<file path="src/cod_pkg.sv">
package cod_pkg;

  // opcode of the register-to-register add, source field first
  localparam logic [7:0]  COD_OPC_ADD   = 8'h04;
  // upper nibble that turns an 8-bit register field into a working register
  localparam logic [3:0]  COD_ESC_NIB   = 4'he;
  localparam logic [3:0]  COD_NIB_ZERO  = 4'h0;
  localparam logic [7:0]  COD_BYTE_ZERO = 8'h00;
  localparam logic [11:0] COD_RA_ZERO   = 12'h000;
  localparam logic [15:0] COD_W16_ZERO  = 16'h0000;
  localparam logic [7:0]  COD_BIT_ONE   = 8'h01;

  // field widths of the bit, byte, extended address and word operand fields
  localparam int COD_BIT_W  = 3;
  localparam int COD_BYTE_W = 8;
  localparam int COD_EXT_W  = 12;
  localparam int COD_WORD_W = 16;

  // operand classes presented on the decode port
  typedef enum logic [3:0] {
    COD_CLS_REG8,
    COD_CLS_BIT,
    COD_CLS_POL,
    COD_CLS_IMM,
    COD_CLS_EXT12,
    COD_CLS_DIRECT,
    COD_CLS_PAIR,
    COD_CLS_WPAIR,
    COD_CLS_REL,
    COD_CLS_IDX,
    COD_CLS_VEC,
    COD_CLS_INDWR
  } cod_cls_t;

  // add instruction sequencer
  typedef enum logic [2:0] {
    COD_ST_OPC,
    COD_ST_F1,
    COD_ST_F2,
    COD_ST_RA,
    COD_ST_RB,
    COD_ST_RC
  } cod_state_t;

endpackage

</file>
<file path="src/cod_operand_decoder.sv">
`timescale 1ns/1ps
module cod_operand_decoder (
  // clock and reset
  input  wire logic                     clk_sys,
  input  wire logic                     resetn,
  // working register group base
  input  wire logic [7:0]               working_group_base,
  // instruction byte stream from fetch
  input  wire logic                     byte_valid,
  input  wire logic [7:0]               byte_data,
  output logic                          byte_ready,
  // register file port for the add
  output logic                          rf_rd_req,
  output logic [11:0]                   rf_rd_addr,
  input  wire logic [7:0]               rf_rd_data,
  output logic                          rf_wr_en,
  output logic [11:0]                   rf_wr_addr,
  output logic [7:0]                    rf_wr_data,
  // add status
  output logic                          add_done,
  output logic                          bad_opcode,
  // operand decode port
  input  wire logic                     dec_req,
  input  wire cod_pkg::cod_cls_t        dec_cls,
  input  wire logic [15:0]              dec_raw,
  input  wire logic [15:0]              dec_base,
  output logic                          dec_busy,
  output logic                          dec_done,
  output logic                          dec_legal,
  output logic [15:0]                   dec_value,
  output logic [7:0]                    dec_mask,
  // register file read port for indirect operands
  output logic                          ind_rd_req,
  output logic [11:0]                   ind_rd_addr,
  input  wire logic [7:0]               ind_rd_data
);
  import cod_pkg::*;

  typedef struct packed {
    cod_state_t  st;
    logic        src_first;
    logic [11:0] src_a;
    logic [11:0] dst_a;
    logic [7:0]  src_v;
    logic        byte_ready;
    logic        rd_req;
    logic [11:0] rd_addr;
    logic        wr_en;
    logic [11:0] wr_addr;
    logic [7:0]  wr_data;
    logic        add_done;
    logic        bad_opc;
    logic        ind_req;
    logic        ind_wait;
    logic [11:0] ind_addr;
    logic        dec_busy;
    logic        dec_done;
    logic        dec_legal;
    logic [15:0] dec_value;
    logic [7:0]  dec_mask;
  } cod_regs_t;

  cod_regs_t s_r;
  cod_regs_t s_nxt;

  ////////////////////////////////////////////////////////////////////////////
  // address helpers

  // working register n inside the group picked by the base register
  function automatic logic [11:0] cod_work_addr(input logic [7:0] base,
                                                input logic [3:0] n);
    cod_work_addr = {base[3:0], base[7:4], n};
  endfunction

  // 8-bit field: plain location or escaped working register
  function automatic logic [11:0] cod_reg8_addr(input logic [7:0] base,
                                                input logic [7:0] f);
    if (f[7:4] == COD_ESC_NIB) begin
      cod_reg8_addr = cod_work_addr(base, f[3:0]);
    end else begin
      cod_reg8_addr = {COD_NIB_ZERO, f};
    end
  endfunction

  // object code order per opcode; only the add is decoded here
  function automatic logic cod_src_first(input logic [7:0] opc);
    cod_src_first = (opc == COD_OPC_ADD);
  endfunction

  function automatic logic [15:0] cod_sext(input logic [7:0] d);
    cod_sext = {{COD_BYTE_W{d[7]}}, d};
  endfunction

  ////////////////////////////////////////////////////////////////////////////
  // next state

  logic        byte_take;
  logic        dec_take;
  logic [11:0] field_addr;

  always_comb begin
    s_nxt       = s_r;
    byte_take   = byte_valid && s_r.byte_ready;
    dec_take    = dec_req && !s_r.dec_busy;
    field_addr  = cod_reg8_addr(working_group_base, byte_data);
    s_nxt.rd_req   = 1'b0;
    s_nxt.wr_en    = 1'b0;
    s_nxt.add_done = 1'b0;
    s_nxt.bad_opc  = 1'b0;

    case (s_r.st)
      COD_ST_OPC: begin
        if (byte_take) begin
          if (byte_data == COD_OPC_ADD) begin
            s_nxt.src_first = cod_src_first(byte_data);
            s_nxt.st        = COD_ST_F1;
          end else begin
            // unknown opcodes are dropped; the stream is realigned on the next byte
            s_nxt.bad_opc = 1'b1;
          end
        end
      end
      COD_ST_F1: begin
        if (byte_take) begin
          if (s_r.src_first) begin
            s_nxt.src_a = field_addr;
          end else begin
            s_nxt.dst_a = field_addr;
          end
          s_nxt.st = COD_ST_F2;
        end
      end
      COD_ST_F2: begin
        if (byte_take) begin
          if (s_r.src_first) begin
            s_nxt.dst_a = field_addr;
          end else begin
            s_nxt.src_a = field_addr;
          end
          s_nxt.byte_ready = 1'b0;
          s_nxt.rd_req     = 1'b1;
          s_nxt.rd_addr    = s_r.src_first ? s_r.src_a : field_addr;
          s_nxt.st         = COD_ST_RA;
        end
      end
      COD_ST_RA: begin
        // second read issued back to back; data returns one cycle after each
        s_nxt.rd_req  = 1'b1;
        s_nxt.rd_addr = s_r.dst_a;
        s_nxt.st      = COD_ST_RB;
      end
      COD_ST_RB: begin
        s_nxt.src_v = rf_rd_data;
        s_nxt.st    = COD_ST_RC;
      end
      COD_ST_RC: begin
        s_nxt.wr_en      = 1'b1;
        s_nxt.wr_addr    = s_r.dst_a;
        s_nxt.wr_data    = rf_rd_data + s_r.src_v;
        s_nxt.add_done   = 1'b1;
        s_nxt.byte_ready = 1'b1;
        s_nxt.st         = COD_ST_OPC;
      end
      default: begin
        s_nxt.st         = COD_ST_OPC;
        s_nxt.byte_ready = 1'b1;
      end
    endcase

    // operand decode, independent of the add sequencer
    s_nxt.dec_done = 1'b0;
    s_nxt.ind_req  = 1'b0;
    s_nxt.ind_wait = s_r.ind_req;
    if (s_r.ind_wait) begin
      s_nxt.dec_done  = 1'b1;
      s_nxt.dec_value = {COD_BYTE_ZERO, ind_rd_data};
      s_nxt.dec_busy  = 1'b0;
    end
    if (dec_take) begin
      s_nxt.dec_done  = 1'b1;
      s_nxt.dec_legal = 1'b1;
      s_nxt.dec_mask  = COD_BYTE_ZERO;
      s_nxt.dec_value = COD_W16_ZERO;
      case (dec_cls)
        COD_CLS_REG8: begin
          s_nxt.dec_legal = (dec_raw[15:8] == COD_BYTE_ZERO);
          s_nxt.dec_value = {COD_NIB_ZERO,
                             cod_reg8_addr(working_group_base, dec_raw[7:0])};
        end
        COD_CLS_BIT: begin
          s_nxt.dec_legal = (dec_raw[15:COD_BIT_W] == 13'h0000);
          s_nxt.dec_value = {13'h0000, dec_raw[2:0]};
          s_nxt.dec_mask  = COD_BIT_ONE << dec_raw[2:0];
        end
        COD_CLS_POL: begin
          s_nxt.dec_legal = (dec_raw[15:1] == 15'h0000);
          s_nxt.dec_value = {15'h0000, dec_raw[0]};
          // the byte pattern that polarity writes into the chosen bit
          s_nxt.dec_mask  = {COD_BYTE_W{dec_raw[0]}};
        end
        COD_CLS_IMM, COD_CLS_VEC: begin
          s_nxt.dec_legal = (dec_raw[15:8] == COD_BYTE_ZERO);
          s_nxt.dec_value = {COD_BYTE_ZERO, dec_raw[7:0]};
        end
        COD_CLS_EXT12: begin
          s_nxt.dec_legal = (dec_raw[15:COD_EXT_W] == COD_NIB_ZERO);
          s_nxt.dec_value = {COD_NIB_ZERO, dec_raw[11:0]};
        end
        COD_CLS_DIRECT: begin
          s_nxt.dec_value = dec_raw;
        end
        COD_CLS_PAIR: begin
          s_nxt.dec_legal = (dec_raw[15:8] == COD_BYTE_ZERO) && !dec_raw[0];
          s_nxt.dec_value = {COD_NIB_ZERO,
                             cod_reg8_addr(working_group_base, dec_raw[7:0])};
        end
        COD_CLS_WPAIR: begin
          s_nxt.dec_legal = (dec_raw[15:4] == COD_RA_ZERO) && !dec_raw[0];
          s_nxt.dec_value = {COD_NIB_ZERO,
                             cod_work_addr(working_group_base, dec_raw[3:0])};
        end
        COD_CLS_REL, COD_CLS_IDX: begin
          // base is the next instruction address or the indexed register
          s_nxt.dec_legal = (dec_raw[15:8] == COD_BYTE_ZERO);
          s_nxt.dec_value = dec_base + cod_sext(dec_raw[7:0]);
        end
        COD_CLS_INDWR: begin
          s_nxt.dec_done  = 1'b0;
          s_nxt.dec_legal = (dec_raw[15:4] == COD_RA_ZERO);
          s_nxt.ind_req   = 1'b1;
          s_nxt.ind_addr  = cod_work_addr(working_group_base, dec_raw[3:0]);
          s_nxt.dec_busy  = 1'b1;
        end
        default: begin
          s_nxt.dec_legal = 1'b0;
        end
      endcase
    end
  end

  ////////////////////////////////////////////////////////////////////////////
  // state register

  always_ff @(posedge clk_sys or negedge resetn) begin
    if (!resetn) begin
      s_r            <= '0;
      s_r.st         <= COD_ST_OPC;
      s_r.byte_ready <= 1'b1;
    end else begin
      s_r <= s_nxt;
    end
  end

  assign byte_ready  = s_r.byte_ready;
  assign rf_rd_req   = s_r.rd_req;
  assign rf_rd_addr  = s_r.rd_addr;
  assign rf_wr_en    = s_r.wr_en;
  assign rf_wr_addr  = s_r.wr_addr;
  assign rf_wr_data  = s_r.wr_data;
  assign add_done    = s_r.add_done;
  assign bad_opcode  = s_r.bad_opc;
  assign dec_busy    = s_r.dec_busy;
  assign dec_done    = s_r.dec_done;
  assign dec_legal   = s_r.dec_legal;
  assign dec_value   = s_r.dec_value;
  assign dec_mask    = s_r.dec_mask;
  assign ind_rd_req  = s_r.ind_req;
  assign ind_rd_addr = s_r.ind_addr;

  ////////////////////////////////////////////////////////////////////////////
  // checks

  logic dec_take_d;
  always_ff @(posedge clk_sys or negedge resetn) begin
    if (!resetn) begin
      dec_take_d <= 1'b0;
    end else begin
      dec_take_d <= dec_take && (dec_cls != COD_CLS_INDWR);
    end
  end

  add_sum_a: assert property (@(posedge clk_sys) disable iff (!resetn)
    rf_wr_en |-> rf_wr_data == 8'($past(rf_rd_data) + $past(rf_rd_data, 2))
                 && rf_wr_addr == $past(rf_rd_addr, 2))
    else $error("add result or target wrong");

  add_seq_a: assert property (@(posedge clk_sys) disable iff (!resetn)
    (s_r.st == COD_ST_F2 && byte_valid && byte_ready)
      |=> rf_rd_req ##1 rf_rd_req ##1 !rf_rd_req ##1 (rf_wr_en && add_done))
    else $error("add read and write sequence broken");

  escape_sel_a: assert property (@(posedge clk_sys) disable iff (!resetn)
    (dec_take_d && $past(dec_cls) == COD_CLS_REG8 && $past(dec_raw[7:4]) == COD_ESC_NIB)
      |-> dec_value[3:0] == $past(dec_raw[3:0])
          && dec_value[11:4] == {$past(working_group_base[3:0]),
                                 $past(working_group_base[7:4])})
    else $error("escaped working register address wrong");

  bit_onehot_a: assert property (@(posedge clk_sys) disable iff (!resetn)
    (dec_take_d && $past(dec_cls) == COD_CLS_BIT)
      |-> $onehot(dec_mask) && dec_mask[$past(dec_raw[2:0])])
    else $error("bit mask wrong");

  pair_even_a: assert property (@(posedge clk_sys) disable iff (!resetn)
    (dec_take_d && $past(dec_cls) == COD_CLS_PAIR && dec_legal) |-> !$past(dec_raw[0]))
    else $error("odd register pair accepted");

  wpair_even_a: assert property (@(posedge clk_sys) disable iff (!resetn)
    (dec_take_d && $past(dec_cls) == COD_CLS_WPAIR && $past(dec_raw[0])) |-> !dec_legal)
    else $error("odd working pair accepted");

  rel_target_a: assert property (@(posedge clk_sys) disable iff (!resetn)
    (dec_take_d && $past(dec_cls) == COD_CLS_REL)
      |-> dec_value == 16'($past(dec_base) + {{8{$past(dec_raw[7])}}, $past(dec_raw[7:0])}))
    else $error("jump displacement target wrong");

  ext_range_a: assert property (@(posedge clk_sys) disable iff (!resetn)
    (dec_take_d && $past(dec_cls) == COD_CLS_EXT12) |-> dec_value == 16'($past(dec_raw[11:0])))
    else $error("extended address out of range");

  ind_read_a: assert property (@(posedge clk_sys) disable iff (!resetn)
    ind_rd_req |-> dec_busy ##1 !dec_done ##1 (dec_done && dec_value[7:0] == $past(ind_rd_data)))
    else $error("indirect operand not returned");

endmodule

</file>
<file path="config.mk">
export PLATFORM = sky130hd
export DESIGN_NAME = cod_operand_decoder
export DESIGN_NICKNAME = d
export VERILOG_FILES = /design/src/cod_pkg.sv /design/src/cod_operand_decoder.sv
export SDC_FILE = /design/constraint.sdc
export NUM_CORES = 1
export LEC_CHECK = 0
export ABC_CLOCK_PERIOD_IN_PS = 2200
export BUFFER_PORTS_ARGS = -buffer_cell sky130_fd_sc_hd__buf_4
export CORE_ASPECT_RATIO = 1.25
export CORE_MARGIN = 10
export CORE_UTILIZATION = 55
export DETAILED_ROUTE_END_ITERATION = 7
export HOLD_SLACK_MARGIN = 0.02
export PLACE_DENSITY_LB_ADDON = 0.08
export SLEW_MARGIN = 20
export SYNTH_ARGS = -nofsm -noshare
export SYNTH_HDL_FRONTEND = slang
export SYNTH_SLANG_ARGS = --single-unit
</file>
<file path="constraint.sdc">
create_clock -name clk_sys -period 2.2 [get_ports clk_sys]
set_input_delay 0.44 -clock clk_sys [delete_from_list [all_inputs] [get_ports clk_sys]]
set_output_delay 0.44 -clock clk_sys [all_outputs]
set_load 0.05 [all_outputs]
</file>
# --- Word level (Yosys, flattened, before mapping) ---
# Cells that the tools add are included.
op_classes:
  n_reduce_logical: 28
  n_shift: 1
  n_bitwise: 1
  n_eq_ne: 26
  muxes: 29
  addsub: 2
ops:
  columns: ["cell", "n"]
  rows:
  - ["case mux 16 bit (8 select lines)", 1]
  - ["2-to-1 mux 12 bit", 5]
  - ["2-to-1 mux 24 bit", 2]
  - ["case mux 24 bit (2 select lines)", 1]
  - ["2-to-1 mux 27 bit", 1]
  - ["case mux 13 bit (2 select lines)", 1]
  - ["equality test 4 bit (second input constant)", 6]
  - ["2-to-1 mux 22 bit", 1]
  - ["adder 16 bit", 1]
  - ["equality test 4 x 3 -> 1 bit (second input constant)", 4]
  - ["2-to-1 mux 16 bit", 1]
  - ["case mux 8 bit (2 select lines)", 1]
  - ["zero test 15 bit", 1]
  - ["case mux 3 bit (5 select lines)", 1]
  - ["2-to-1 mux 14 bit", 1]
  - ["inequality test 2 bit (second input constant)", 7]
  - ["zero test 13 bit", 1]
  - ["zero test 12 bit", 1]
  - ["adder 8 bit", 1]
  - ["equality test 4 x 2 -> 1 bit (second input constant)", 2]
  - ["equality test 8 x 3 -> 1 bit (second input constant)", 1]
  - ["zero test 4 bit", 2]
  - ["zero test 8 bit", 1]
  - ["2-to-1 mux 4 bit", 2]
  - ["22 further kinds", 41]
totals:
  out_inout_bits: 77
  word_cells: 108
  reg_bits: 114

# --- Depth between registers and ports, before layout ---
# Gate-level depths: netlist (run 1).
depth:
  depth_word: 5
  depth_mapped: 9
  ltp_nobuf: 9

# --- Worst setup path after synthesis (run 1) ---
# OpenSTA, ideal clock, no wires.
synth_timing:
  path_kind: "input-to-reg"
  start: "input port dec_raw[0]"
  end: "register s_r (netlist bit dec_value[12])"
  setup_time_ns: 0.126
  n_path_buf: 0
  arrival_time_ns: 2.284
  path_stages: 8
  setup_slack_ns: -0.210
  path_cell_list: "ha_1 fa_1 a211o_1 a2111oi_4 nor4b_1 a211oi_2 mux2i_1 nand2_1"
synth_between:
  elab_chain_len: 3
synth_lines:
  columns: ["element", "line_no", "text"]
  rows:
  - ["start, declared", "cod_operand_decoder.sv:25", "input wire logic [15:0] dec_raw,"]
  - ["adder 16 bit", "cod_operand_decoder.sv:225", "s_nxt.dec_value = dec_base + cod_sext(dec_raw[7:0]);"]
  - ["case mux 16 bit (8 select lines)", "cod_operand_decoder.sv:184", "case (dec_cls)"]
  - ["2-to-1 mux 27 bit", "cod_operand_decoder.sv:179", "if (dec_take) begin"]
  - ["end signal, assigned", "cod_operand_decoder.sv:250", "s_r <= s_nxt;"]
  - ["end, declared", "cod_operand_decoder.sv:63", "cod_regs_t s_r;"]
# Every way passes these cells.
# A chain may end at the register's enable or synchronous reset.

# --- Final worst setup path (run 1) ---
layout_timing:
  start: "input port dec_raw[0]"
  end: "register s_r (netlist bit dec_value[14])"
# Same word-level chain as after synthesis.

==> run summary, run 1 <==
Status -> finished, final reports clean
Worst setup path start -> dec_raw[0]
DRT Pass-1 Iters -> 4
Port Buf Inserts -> 148
Crit path DAT -> 2.39 ns
Clock Skews -> 0.00755 ns
Yosys reg bits -> 113
Seq/Total Area, Yosys -> 42.2%
Slowest cell on the critical path -> a2111oi_4
CP startpoint kind -> input pin
Synth warn -> 0
Worst hold path class -> in -> reg
Worst-path clk slew -> 0.06 ns
Drc violations -> 0
R2r worst-path depth -> 9
Worst R2R Setup Slack -> 0.17 ns
Final min period -> 2.10 ns
Top delay family on crit path -> compound AO/OA/AOI/OAI gates
Number of buffers created by CTS -> 17
Clock buffer depth -> 2
DR WL/cell -> 17.7 um
Register area -> 2830 um2
VDD IR max -> 0.488 mV
Mapped Cells -> 684
Power per Cell Area -> 818 nW/um2
Pin count of the biggest net entering global routing -> 57
Initial antenna violation count -> 0
CP endpoint kind -> flop
Initial DRC count -> 301
Cell Area, Synth -> 6710 um2
Antenna fix cells -> 0
Setup Crit Path Kind -> in -> reg
CTS HTree Levels -> 4
CP Max Fanout -> 4
Endpoints failing hold -> 0
Fillers -> 984
Synth-to-layout area growth -> 22.9%
Final Max Tran Viols -> 0
First-pass GRT wire length -> 27.3 mm
Min-Delay Path Depth -> 3
Core area -> 12000 um2
Final setup violation count -> 0
Final Power -> 6.75 mW
Final wirelength -> 17.0 mm
Die area -> 17000 um2
EDFF count, synth -> 0
Crit path capture -> dec_value[14]
Total track usage -> 19.8%
Worst Tran Pin Value -> 0.702 ns
Distinct cell type count after synthesis -> 76
Chip height -> 143 um
Cell with the most instances after synthesis -> dfrtp_1
CTS tree -> built
Peak Freq -> 477 MHz
WP data required -> 2.50 ns
Fin crit share -> 95.2%
Fraction of layout cells with a size suffix above 1 -> 34.9%
Multi-input gate area -> 3170 um2
IO Pins -> 149
Max-cap check violation count -> 0
Mapped Nets -> 780
CP peak stage delay -> 0.39 ns
Post-DR vias/cell -> 5.65
Critical path buffer and inverter count -> 1
Critical path depth -> 9
Most frequent cells after synthesis -> dfrtp_1, buf_4, o21ai_0
Clk Latency, worst-skew pair -> 0.42 ns
Routability cong. -> 0.916
Starting Density -> 55.7%
Slew margin rel. -> 52.8%
Row cnt -> 45
Unrepaired setup endpoints after global routing -> false
Net count, final -> 879
Ys flop type -> dfrtp_1
Static Leak -> 3.97 nW
Clk root buf -> clkbuf_16
Crit-path cells -> buf_4 -> ha_4 -> fa_2 -> a211o_1 -> a2111oi_4 -> o21a_2 -> o211ai_1 -> mux2i_1 -> nand2_1
Routed Antenna Nets -> 0
Clock sinks -> 113
Top cell type's share of synthesized area -> 41.8%
Ys async rst share -> 100%
Chip width -> 119 um
Mean Syn Cell Area -> 9.81 um2
Reg2reg end -> rf_wr_data[6]
Detailed placement HPWL -> 13.2 mm
Final core utilization -> 68.4%
Synth area leader -> dfrtp_1
DR vias -> 5422
GRT Residual Overflow -> 0
Number of global-route vias before repair -> 5408
Critical R2R Launch -> s_r[78]
Synth top area cells -> dfrtp_1, buf_4, mux2_2, o21ai_0, ha_1
-- worst min-delay path, cell delays in order --
cell and delay (ns):
buf_4 0.08, a22oi_1 0.06, o21ai_1 0.07
-- logic make-up after synthesis --
kind of cell               count (synthesis)  share of synthesized area, %
AOI/OAI and AO/OA                        192                          19.4
xor gates and xnor gates                  15                          1.96
adders and majority gates                 25                          4.85
buffers and inverters                    113                          10.9
DFF                                      113                          42.2
muxes                                     52                          8.54
and+or+nand+nor                          174                          12.2
-- per-layer routing --
| layer | vias to the layer above | part of all wire [%] | track usage, % |
|---|---|---|---|
| li1 | 2598 | - | - |
| met1 | 2613 | 41 | 23.1 |
| met2 | 178 | 51 | 33.8 |
| met3 | 33 | 5.3 | 5.14 |
| met4 | 0 | 2.8 | 8.11 |
| met5 | - | 0 | 0 |
-- layout by cell type (no fill, tap or decap), types with 6 or more instances in the layout --
cell type / count
a21oi_1: 37
mux2i_1: 10
clkbuf_16: 17
xor2_1: 9
nor4_1: 6
nand2_1: 61
buf_4: 178
xnor2_1: 6
ha_1: 21
nand3_1: 8
o21a_1: 6
and3_1: 7
mux2_2: 42
a22oi_1: 14
a31oi_1: 6
dfrtp_1: 112
nor2b_1: 8
nor2_1: 54
inv_1: 12
nand2b_1: 11
o21ai_0: 62
-- flip-flops by register name, indices dropped and copies added, names as in the netlist --
register,flops
s_r,37
dec_value,16
ind_rd_addr,12
rf_rd_addr,12
rf_wr_addr,12
dec_mask,8
rf_wr_data,8
add_done,1
bad_opcode,1
byte_ready,1
dec_busy,1
dec_done,1
dec_legal,1
ind_rd_req,1
rf_rd_req,1
-- through the flow --
step | instance area [um2] | hold slack (ns) | instances | setup TNS, ns | setup slack (ns)
after CTS | 8250 | 0.260 | 960 | 0 | 0.0446
after global placement | 7620 | 0.301 | 927 | -1.66 | -0.343
after detailed placement | 7620 | 0.302 | 927 | -2.06 | -0.387
final | 8250 | 0.267 | 960 | 0 | 0.105
after floorplan | 6730 | 0.144 | 684 | -0.185 | -0.107
after global routing | 8250 | 0.265 | 960 | 0 | 0.0211
-- how the worst min path moves through the flow --
stage           startpoint       endpoint  slack [ns]
3_3_place_gp        resetn  rf_wr_data[7]        0.30
4_1_cts        dec_raw[15]  dec_value[15]        0.26
3_5_place_dp        resetn  rf_wr_data[7]        0.30
5_1_grt        dec_raw[14]  dec_value[14]        0.27
2_1_floorplan       resetn       add_done        0.14
6_report       dec_raw[15]  dec_value[15]        0.27
-- repair_timing --
item	CTS	global route
hold buffers	1	0
buffers inserted	0	0
endpoints found under the setup margin	0	2
resized for setup	0	1
hold endpoints to repair	9	0
-- report_power, final --
group	leakage, nW	switching, mW	internal [mW]
logic	2.19	1.04	0.583
registers	1.49	0.0928	2.22
clock network	0.294	1.01	1.79
total	3.97	2.15	4.60
-- final cells by class --
cell class	count	area share, %
clock buffer	17	5.16
tap	164	2.49
inverter	12	0.546
timing repair buffer	181	16.8
clock inverter	15	2.25
sequential	113	34.3
multi-input combinational	458	38.4
Note: power is estimated with default switching activity, not from simulation.
==> inputs of run 2 (changes only) <==
--- a/config.mk
+++ b/config.mk
@@ -6,10 +6,10 @@
 export NUM_CORES = 1
 export LEC_CHECK = 0
 export ABC_CLOCK_PERIOD_IN_PS = 2200
-export BUFFER_PORTS_ARGS = -buffer_cell sky130_fd_sc_hd__buf_4
+export BUFFER_PORTS_ARGS = -buffer_cell sky130_fd_sc_hd__clkbuf_2
 export CORE_ASPECT_RATIO = 1.25
 export CORE_MARGIN = 10
-export CORE_UTILIZATION = 55
+export CORE_UTILIZATION = 50
 export DETAILED_ROUTE_END_ITERATION = 7
 export HOLD_SLACK_MARGIN = 0.02
 export PLACE_DENSITY_LB_ADDON = 0.08
==> run 2 against run 1 <==
  * Non-clock buffer count is 12 higher
  * Sequential share of layout area is 1.2 points higher
  * Highest routed layer unchanged
  * Combinational power down 6%
  * Worst hold slack better by 0.022 ns
  * Largest power group unchanged
  * Sequential cell count is the same
  * Total power decreased by 1.6%
==> run summary, run 2 (synthesis gave the netlist of run 1 again) <==
Number of global-route vias before repair -> 5560
Clock sinks -> 113
GRT Residual Overflow -> 0
Clock Skews -> 0.00626 ns
VDD IR max -> 0.418 mV
CTS tree -> built
Drc violations -> 0
Post-CTS setup repair buffer count -> 0
Port Buf Inserts -> 148
IO Pins -> 149
Row cnt -> 47
Final Non-Filler Cells -> 979
Worst hold path class -> in -> reg
Final Power -> 6.63 mW
Most common cell after layout, fill and taps aside -> clkbuf_2
Post-Place Setup Slack -> -0.364 ns
CP startpoint kind -> input pin
Reg2reg end -> rf_wr_data[7]
Initial antenna violation count -> 0
Worst R2R Setup Slack -> 0.19 ns
Inst Count DP -> 946
Largest Register -> s_r
Post-route cell area -> 7970 um2
Critical R2R Launch -> s_r[79]
Number of buffers created by CTS -> 17
Chip width -> 124 um
Final min period -> 2.10 ns
First-pass GRT wire length -> 28.3 mm
WP data required -> 2.48 ns
DR WL/cell -> 17.8 um
Critical path buffer and inverter count -> 1
Clock buffer depth -> 2
Crit path DAT -> 2.39 ns
Routability cong. -> 0.894
Fraction of layout cells with a size suffix above 1 -> 35.9%
Pin count of the biggest net entering global routing -> 47
CP Max Fanout -> 3
CP peak stage delay -> 0.42 ns
R2r worst-path depth -> 7
Final setup violation count -> 0
Status -> finished, final reports clean
Die area -> 18500 um2
Final wirelength -> 17.4 mm
Top delay family on crit path -> compound AO/OA/AOI/OAI gates
Detailed placement HPWL -> 13.8 mm
Crit-path cells -> clkbuf_2 -> ha_4 -> fa_2 -> a211o_1 -> a2111oi_4 -> o21a_2 -> o211ai_1 -> mux2i_1 -> nand2_1
Starting Density -> 50.9%
CP endpoint kind -> flop
Power per Cell Area -> 832 nW/um2
Clk Latency, worst-skew pair -> 0.41 ns
Routed Antenna Nets -> 0
CTS HTree Levels -> 4
Setup ws final -> 0.0954 ns
Slew margin rel. -> 66.1%
Worst Tran Pin Value -> 0.496 ns
Core area -> 13200 um2
Endpoints failing hold -> 0
Hold Startpoint -> dec_raw[14]
DRT Pass-1 Iters -> 4
Placed Area -> 7360 um2
Post-DR vias/cell -> 5.45
Total track usage -> 19.4%
Chip height -> 149 um
Worst Hold Endpoint -> dec_value[14]
Worst-path clk slew -> 0.05 ns
Slowest cell on the critical path -> a2111oi_4
Net count, final -> 891
Largest register FFs -> 37
Final core utilization -> 60.5%
Unrepaired setup endpoints after global routing -> false
DR vias -> 5335
Peak Freq -> 475 MHz
Initial DRC count -> 345
Min-Delay Path Depth -> 3
Final Max Tran Viols -> 0
Clk root buf -> clkbuf_16
Synth-to-layout area growth -> 18.9%
Setup Crit Path Kind -> in -> reg
Fin crit share -> 95.7%
Antenna fix cells -> 0
Max-cap check violation count -> 0
Static Leak -> 3.93 nW
Most frequent cells in the layout -> clkbuf_2, dfrtp_1, nand2_1, o21ai_0, nor2_1
-- run 2: area by class of cell --
type	instances	area (um2)
well taps	171	214
fillers	1189	5200
flip-flops and latches	113	2830
multi-input cells	458	3170
clock buffers	17	425
clock inverters	15	183
inverters	12	45.0
repair buffers	193	1110
-- run 2: where the power goes --
group          internal, mW  leakage [nW]  switching, mW
registers              2.22          1.49         0.0841
clock network          1.79         0.298           1.02
logic                 0.474          2.15           1.04
-- run 2: worst reg2reg max path, delay by kind of cell (launching register included) --
family                   cells  cell delay [ns]
AO/OA/AOI/OAI                4             0.95
flip-flops                   1             0.38
adder cells (fa/ha/maj)      1             0.28
XOR/XNOR                     1             0.17
AND/OR/NAND/NOR              1             0.11
-- run 2: how the worst max path moves through the flow --
| stage | end | depth (start not counted) | startpoint | slack, ns |
|---|---|---|---|---|
| detailed placement | dec_value[14] | 9 | dec_raw[0] | -0.36 |
| CTS | dec_value[14] | 9 | dec_raw[0] | 0.06 |
| global route | dec_value[14] | 9 | dec_raw[0] | 0.02 |
| finish | dec_value[14] | 9 | dec_raw[0] | 0.1 |
| floorplan | dec_value[14] | 8 | dec_raw[0] | -0.11 |
| global placement | dec_value[14] | 9 | dec_raw[0] | -0.34 |
-- run 2: layer usage --
metal | up-vias | global-route usage (%) | share of wire [%]
met1 | 2546 | 23.0 | 42
met5 | - | 0 | 0
met2 | 156 | 33.0 | 51
met4 | 0 | 6.36 | 1.2
met3 | 12 | 5.24 | 5.8
li1 | 2621 | - | -
-- run 2: through the flow --
step                hold WS [ns]  setup TNS (ns)
floorplan                  0.144          -0.185
global placement           0.395           -1.69
detailed placement         0.398           -1.98
CTS                        0.272               0
global route               0.272               0
finish                     0.289               0
-- run 2: timing repair --
item | 4_1_cts | 5_1_grt
hold buffers | 1 | 0
endpoints found under the hold margin | 11 | 0
resized for setup | 0 | 3
endpoints found under the setup margin | 0 | 3
==> inputs of run 3 (changes only) <==
--- a/config.mk
+++ b/config.mk
@@ -7,7 +7,7 @@
 export LEC_CHECK = 0
 export ABC_CLOCK_PERIOD_IN_PS = 2200
 export BUFFER_PORTS_ARGS = -buffer_cell sky130_fd_sc_hd__clkbuf_2
-export CORE_ASPECT_RATIO = 1.25
+export CORE_ASPECT_RATIO = 0.5
 export CORE_MARGIN = 10
 export CORE_UTILIZATION = 50
 export DETAILED_ROUTE_END_ITERATION = 7
==> run 3 against run 2 <==
  * Routed wire length down 2.1%
  * Critical endpoint unchanged
  * Combinational power hardly changed
  * Via count rose by 0.11%
==> run summary, run 3 (synthesis gave the netlist of run 1 again) <==
Status -> finished, final reports clean
Worst Tran Pin Value -> 0.501 ns
Final Max Tran Viols -> 0
Net count, final -> 896
Endpoints failing hold -> 0
Synth-to-layout area growth -> 19.5%
Slew margin rel. -> 65.8%
Inst Count DP -> 949
Worst hold path class -> in -> reg
Peak Freq -> 479 MHz
Number of buffers created by CTS -> 17
Final Non-Filler Cells -> 983
Antenna fix cells -> 0
Worst R2R Setup Slack -> 0.18 ns
Min-Delay Path Depth -> 2
R2r worst-path depth -> 9
Clock sinks -> 113
Largest register FFs -> 37
Number of global-route vias before repair -> 5437
Largest Register -> s_r
Fraction of layout cells with a size suffix above 1 -> 36.3%
IO Pins -> 149
CTS tree -> built
Final wirelength -> 17.0 mm
WP data required -> 2.48 ns
WL met2 -> 8.07 mm
CTS HTree Levels -> 4
Max-cap check violation count -> 0
Clk Latency, worst-skew pair -> 0.40 ns
Die area -> 18700 um2
Most common cell after layout, fill and taps aside -> clkbuf_2
Initial DRC count -> 291
Fin crit share -> 95.0%
Setup Crit Path Kind -> in -> reg
Core area -> 12900 um2
DRT met1 WL -> 7.84 mm
CP endpoint kind -> flop
DR WL/cell -> 17.3 um
Chip height -> 102 um
Clk root buf -> clkbuf_16
Row cnt -> 29
Starting Density -> 52.1%
Setup ws final -> 0.111 ns
CP startpoint kind -> input pin
Hold Startpoint -> rf_rd_data[0]
First-pass GRT wire length -> 27.7 mm
Fillers -> 1115
Power per Cell Area -> 835 nW/um2
Worst-path clk slew -> 0.06 ns
WHS -> 0.287 ns
Worst Hold Endpoint -> s_r[78]
Chip width -> 184 um
Final Power -> 6.70 mW
Register area -> 2830 um2
GRT Residual Overflow -> 0
Static Leak -> 3.96 nW
Drc violations -> 0
Total track usage -> 18.3%
Reg2reg end -> rf_wr_data[6]
Pin count of the biggest net entering global routing -> 46
Most frequent cells in the layout -> clkbuf_2, dfrtp_1, o21ai_0, nand2_1, nor2_1
Final min period -> 2.09 ns
DR vias -> 5341
Port Buf Inserts -> 148
Multi-input gate area -> 3170 um2
Unrepaired setup endpoints after global routing -> false
DRT Pass-1 Iters -> 6
Critical R2R Launch -> s_r[78]
Post-Place Setup Slack -> -0.350 ns
Met3 wire length -> 975 um
Detailed placement HPWL -> 13.2 mm
Final setup violation count -> 0
Routability cong. -> 0.850
Clock Skews -> 0.00705 ns
Post-cts sizing count -> 0
Initial antenna violation count -> 0
Highest metal used -> met4
Clock buffer depth -> 2
Crit path DAT -> 2.37 ns
VDD IR max -> 0.577 mV
CP Max Fanout -> 4
Post-DR vias/cell -> 5.43
Routed Antenna Nets -> 0
[run 3: worst max-delay path by stage]
stage	start	end	slack, ns	cells past startpoint
after floorplan	dec_raw[0]	dec_value[14]	-0.11	8
after global placement	dec_raw[0]	dec_value[14]	-0.31	9
after detailed placement	dec_raw[0]	dec_value[14]	-0.35	9
after CTS	dec_raw[0]	dec_value[14]	0.06	9
after global routing	s_r[78]	rf_wr_data[6]	0.02	9
final	dec_raw[0]	dec_value[14]	0.11	9
[run 3: metrics by stage]
step | util (%) | TNS [ns] | cell area (um2)
3_5_place_dp | 57.3 | -1.89 | 7380
2_1_floorplan | - | -0.185 | 6730
3_3_place_gp | 57.3 | -1.52 | 7380
5_1_grt | 62.3 | 0 | 8020
4_1_cts | 62.2 | 0 | 8010
6_report | 62.3 | 0 | 8020
[run 3: timing repair]
action | in CTS | in global routing
hold endpoints to repair | 25 | 0
setup buffers | 0 | 1
setup endpoints to repair | 0 | 1
hold buffers | 1 | 0
[run 3: worst max-delay path, cell delays in order]
cell       delay, ns
clkbuf_2        0.12
ha_4            0.17
fa_2            0.36
a211o_1         0.33
a2111oi_4       0.36
o21a_2          0.22
o211ai_1        0.12
mux2i_1         0.17
nand2_1         0.07
[run 3: power by group]
part	leakage, nW	internal, mW	switching [mW]
logic	2.17	0.478	1.04
clock network	0.302	1.83	1.04
registers	1.49	2.22	0.0825
total	3.96	4.53	2.17
[run 3: routing by layer]
layer / global-route usage (%) / vias to the layer above
met5: 0 / -
met4: 5.50 / 0
met3: 4.71 / 11
met2: 30.2 / 123
met1: 23.4 / 2579
li1: - / 2628
[run 3: area by class of cell]
type / count / area share [%]
clock buffer: 18 / 5.48
clock inverter: 14 / 2.22
inverter: 12 / 0.562
multi-input combinational: 458 / 39.5
sequential: 113 / 35.3
tap: 170 / 2.65
timing repair buffer: 198 / 14.3
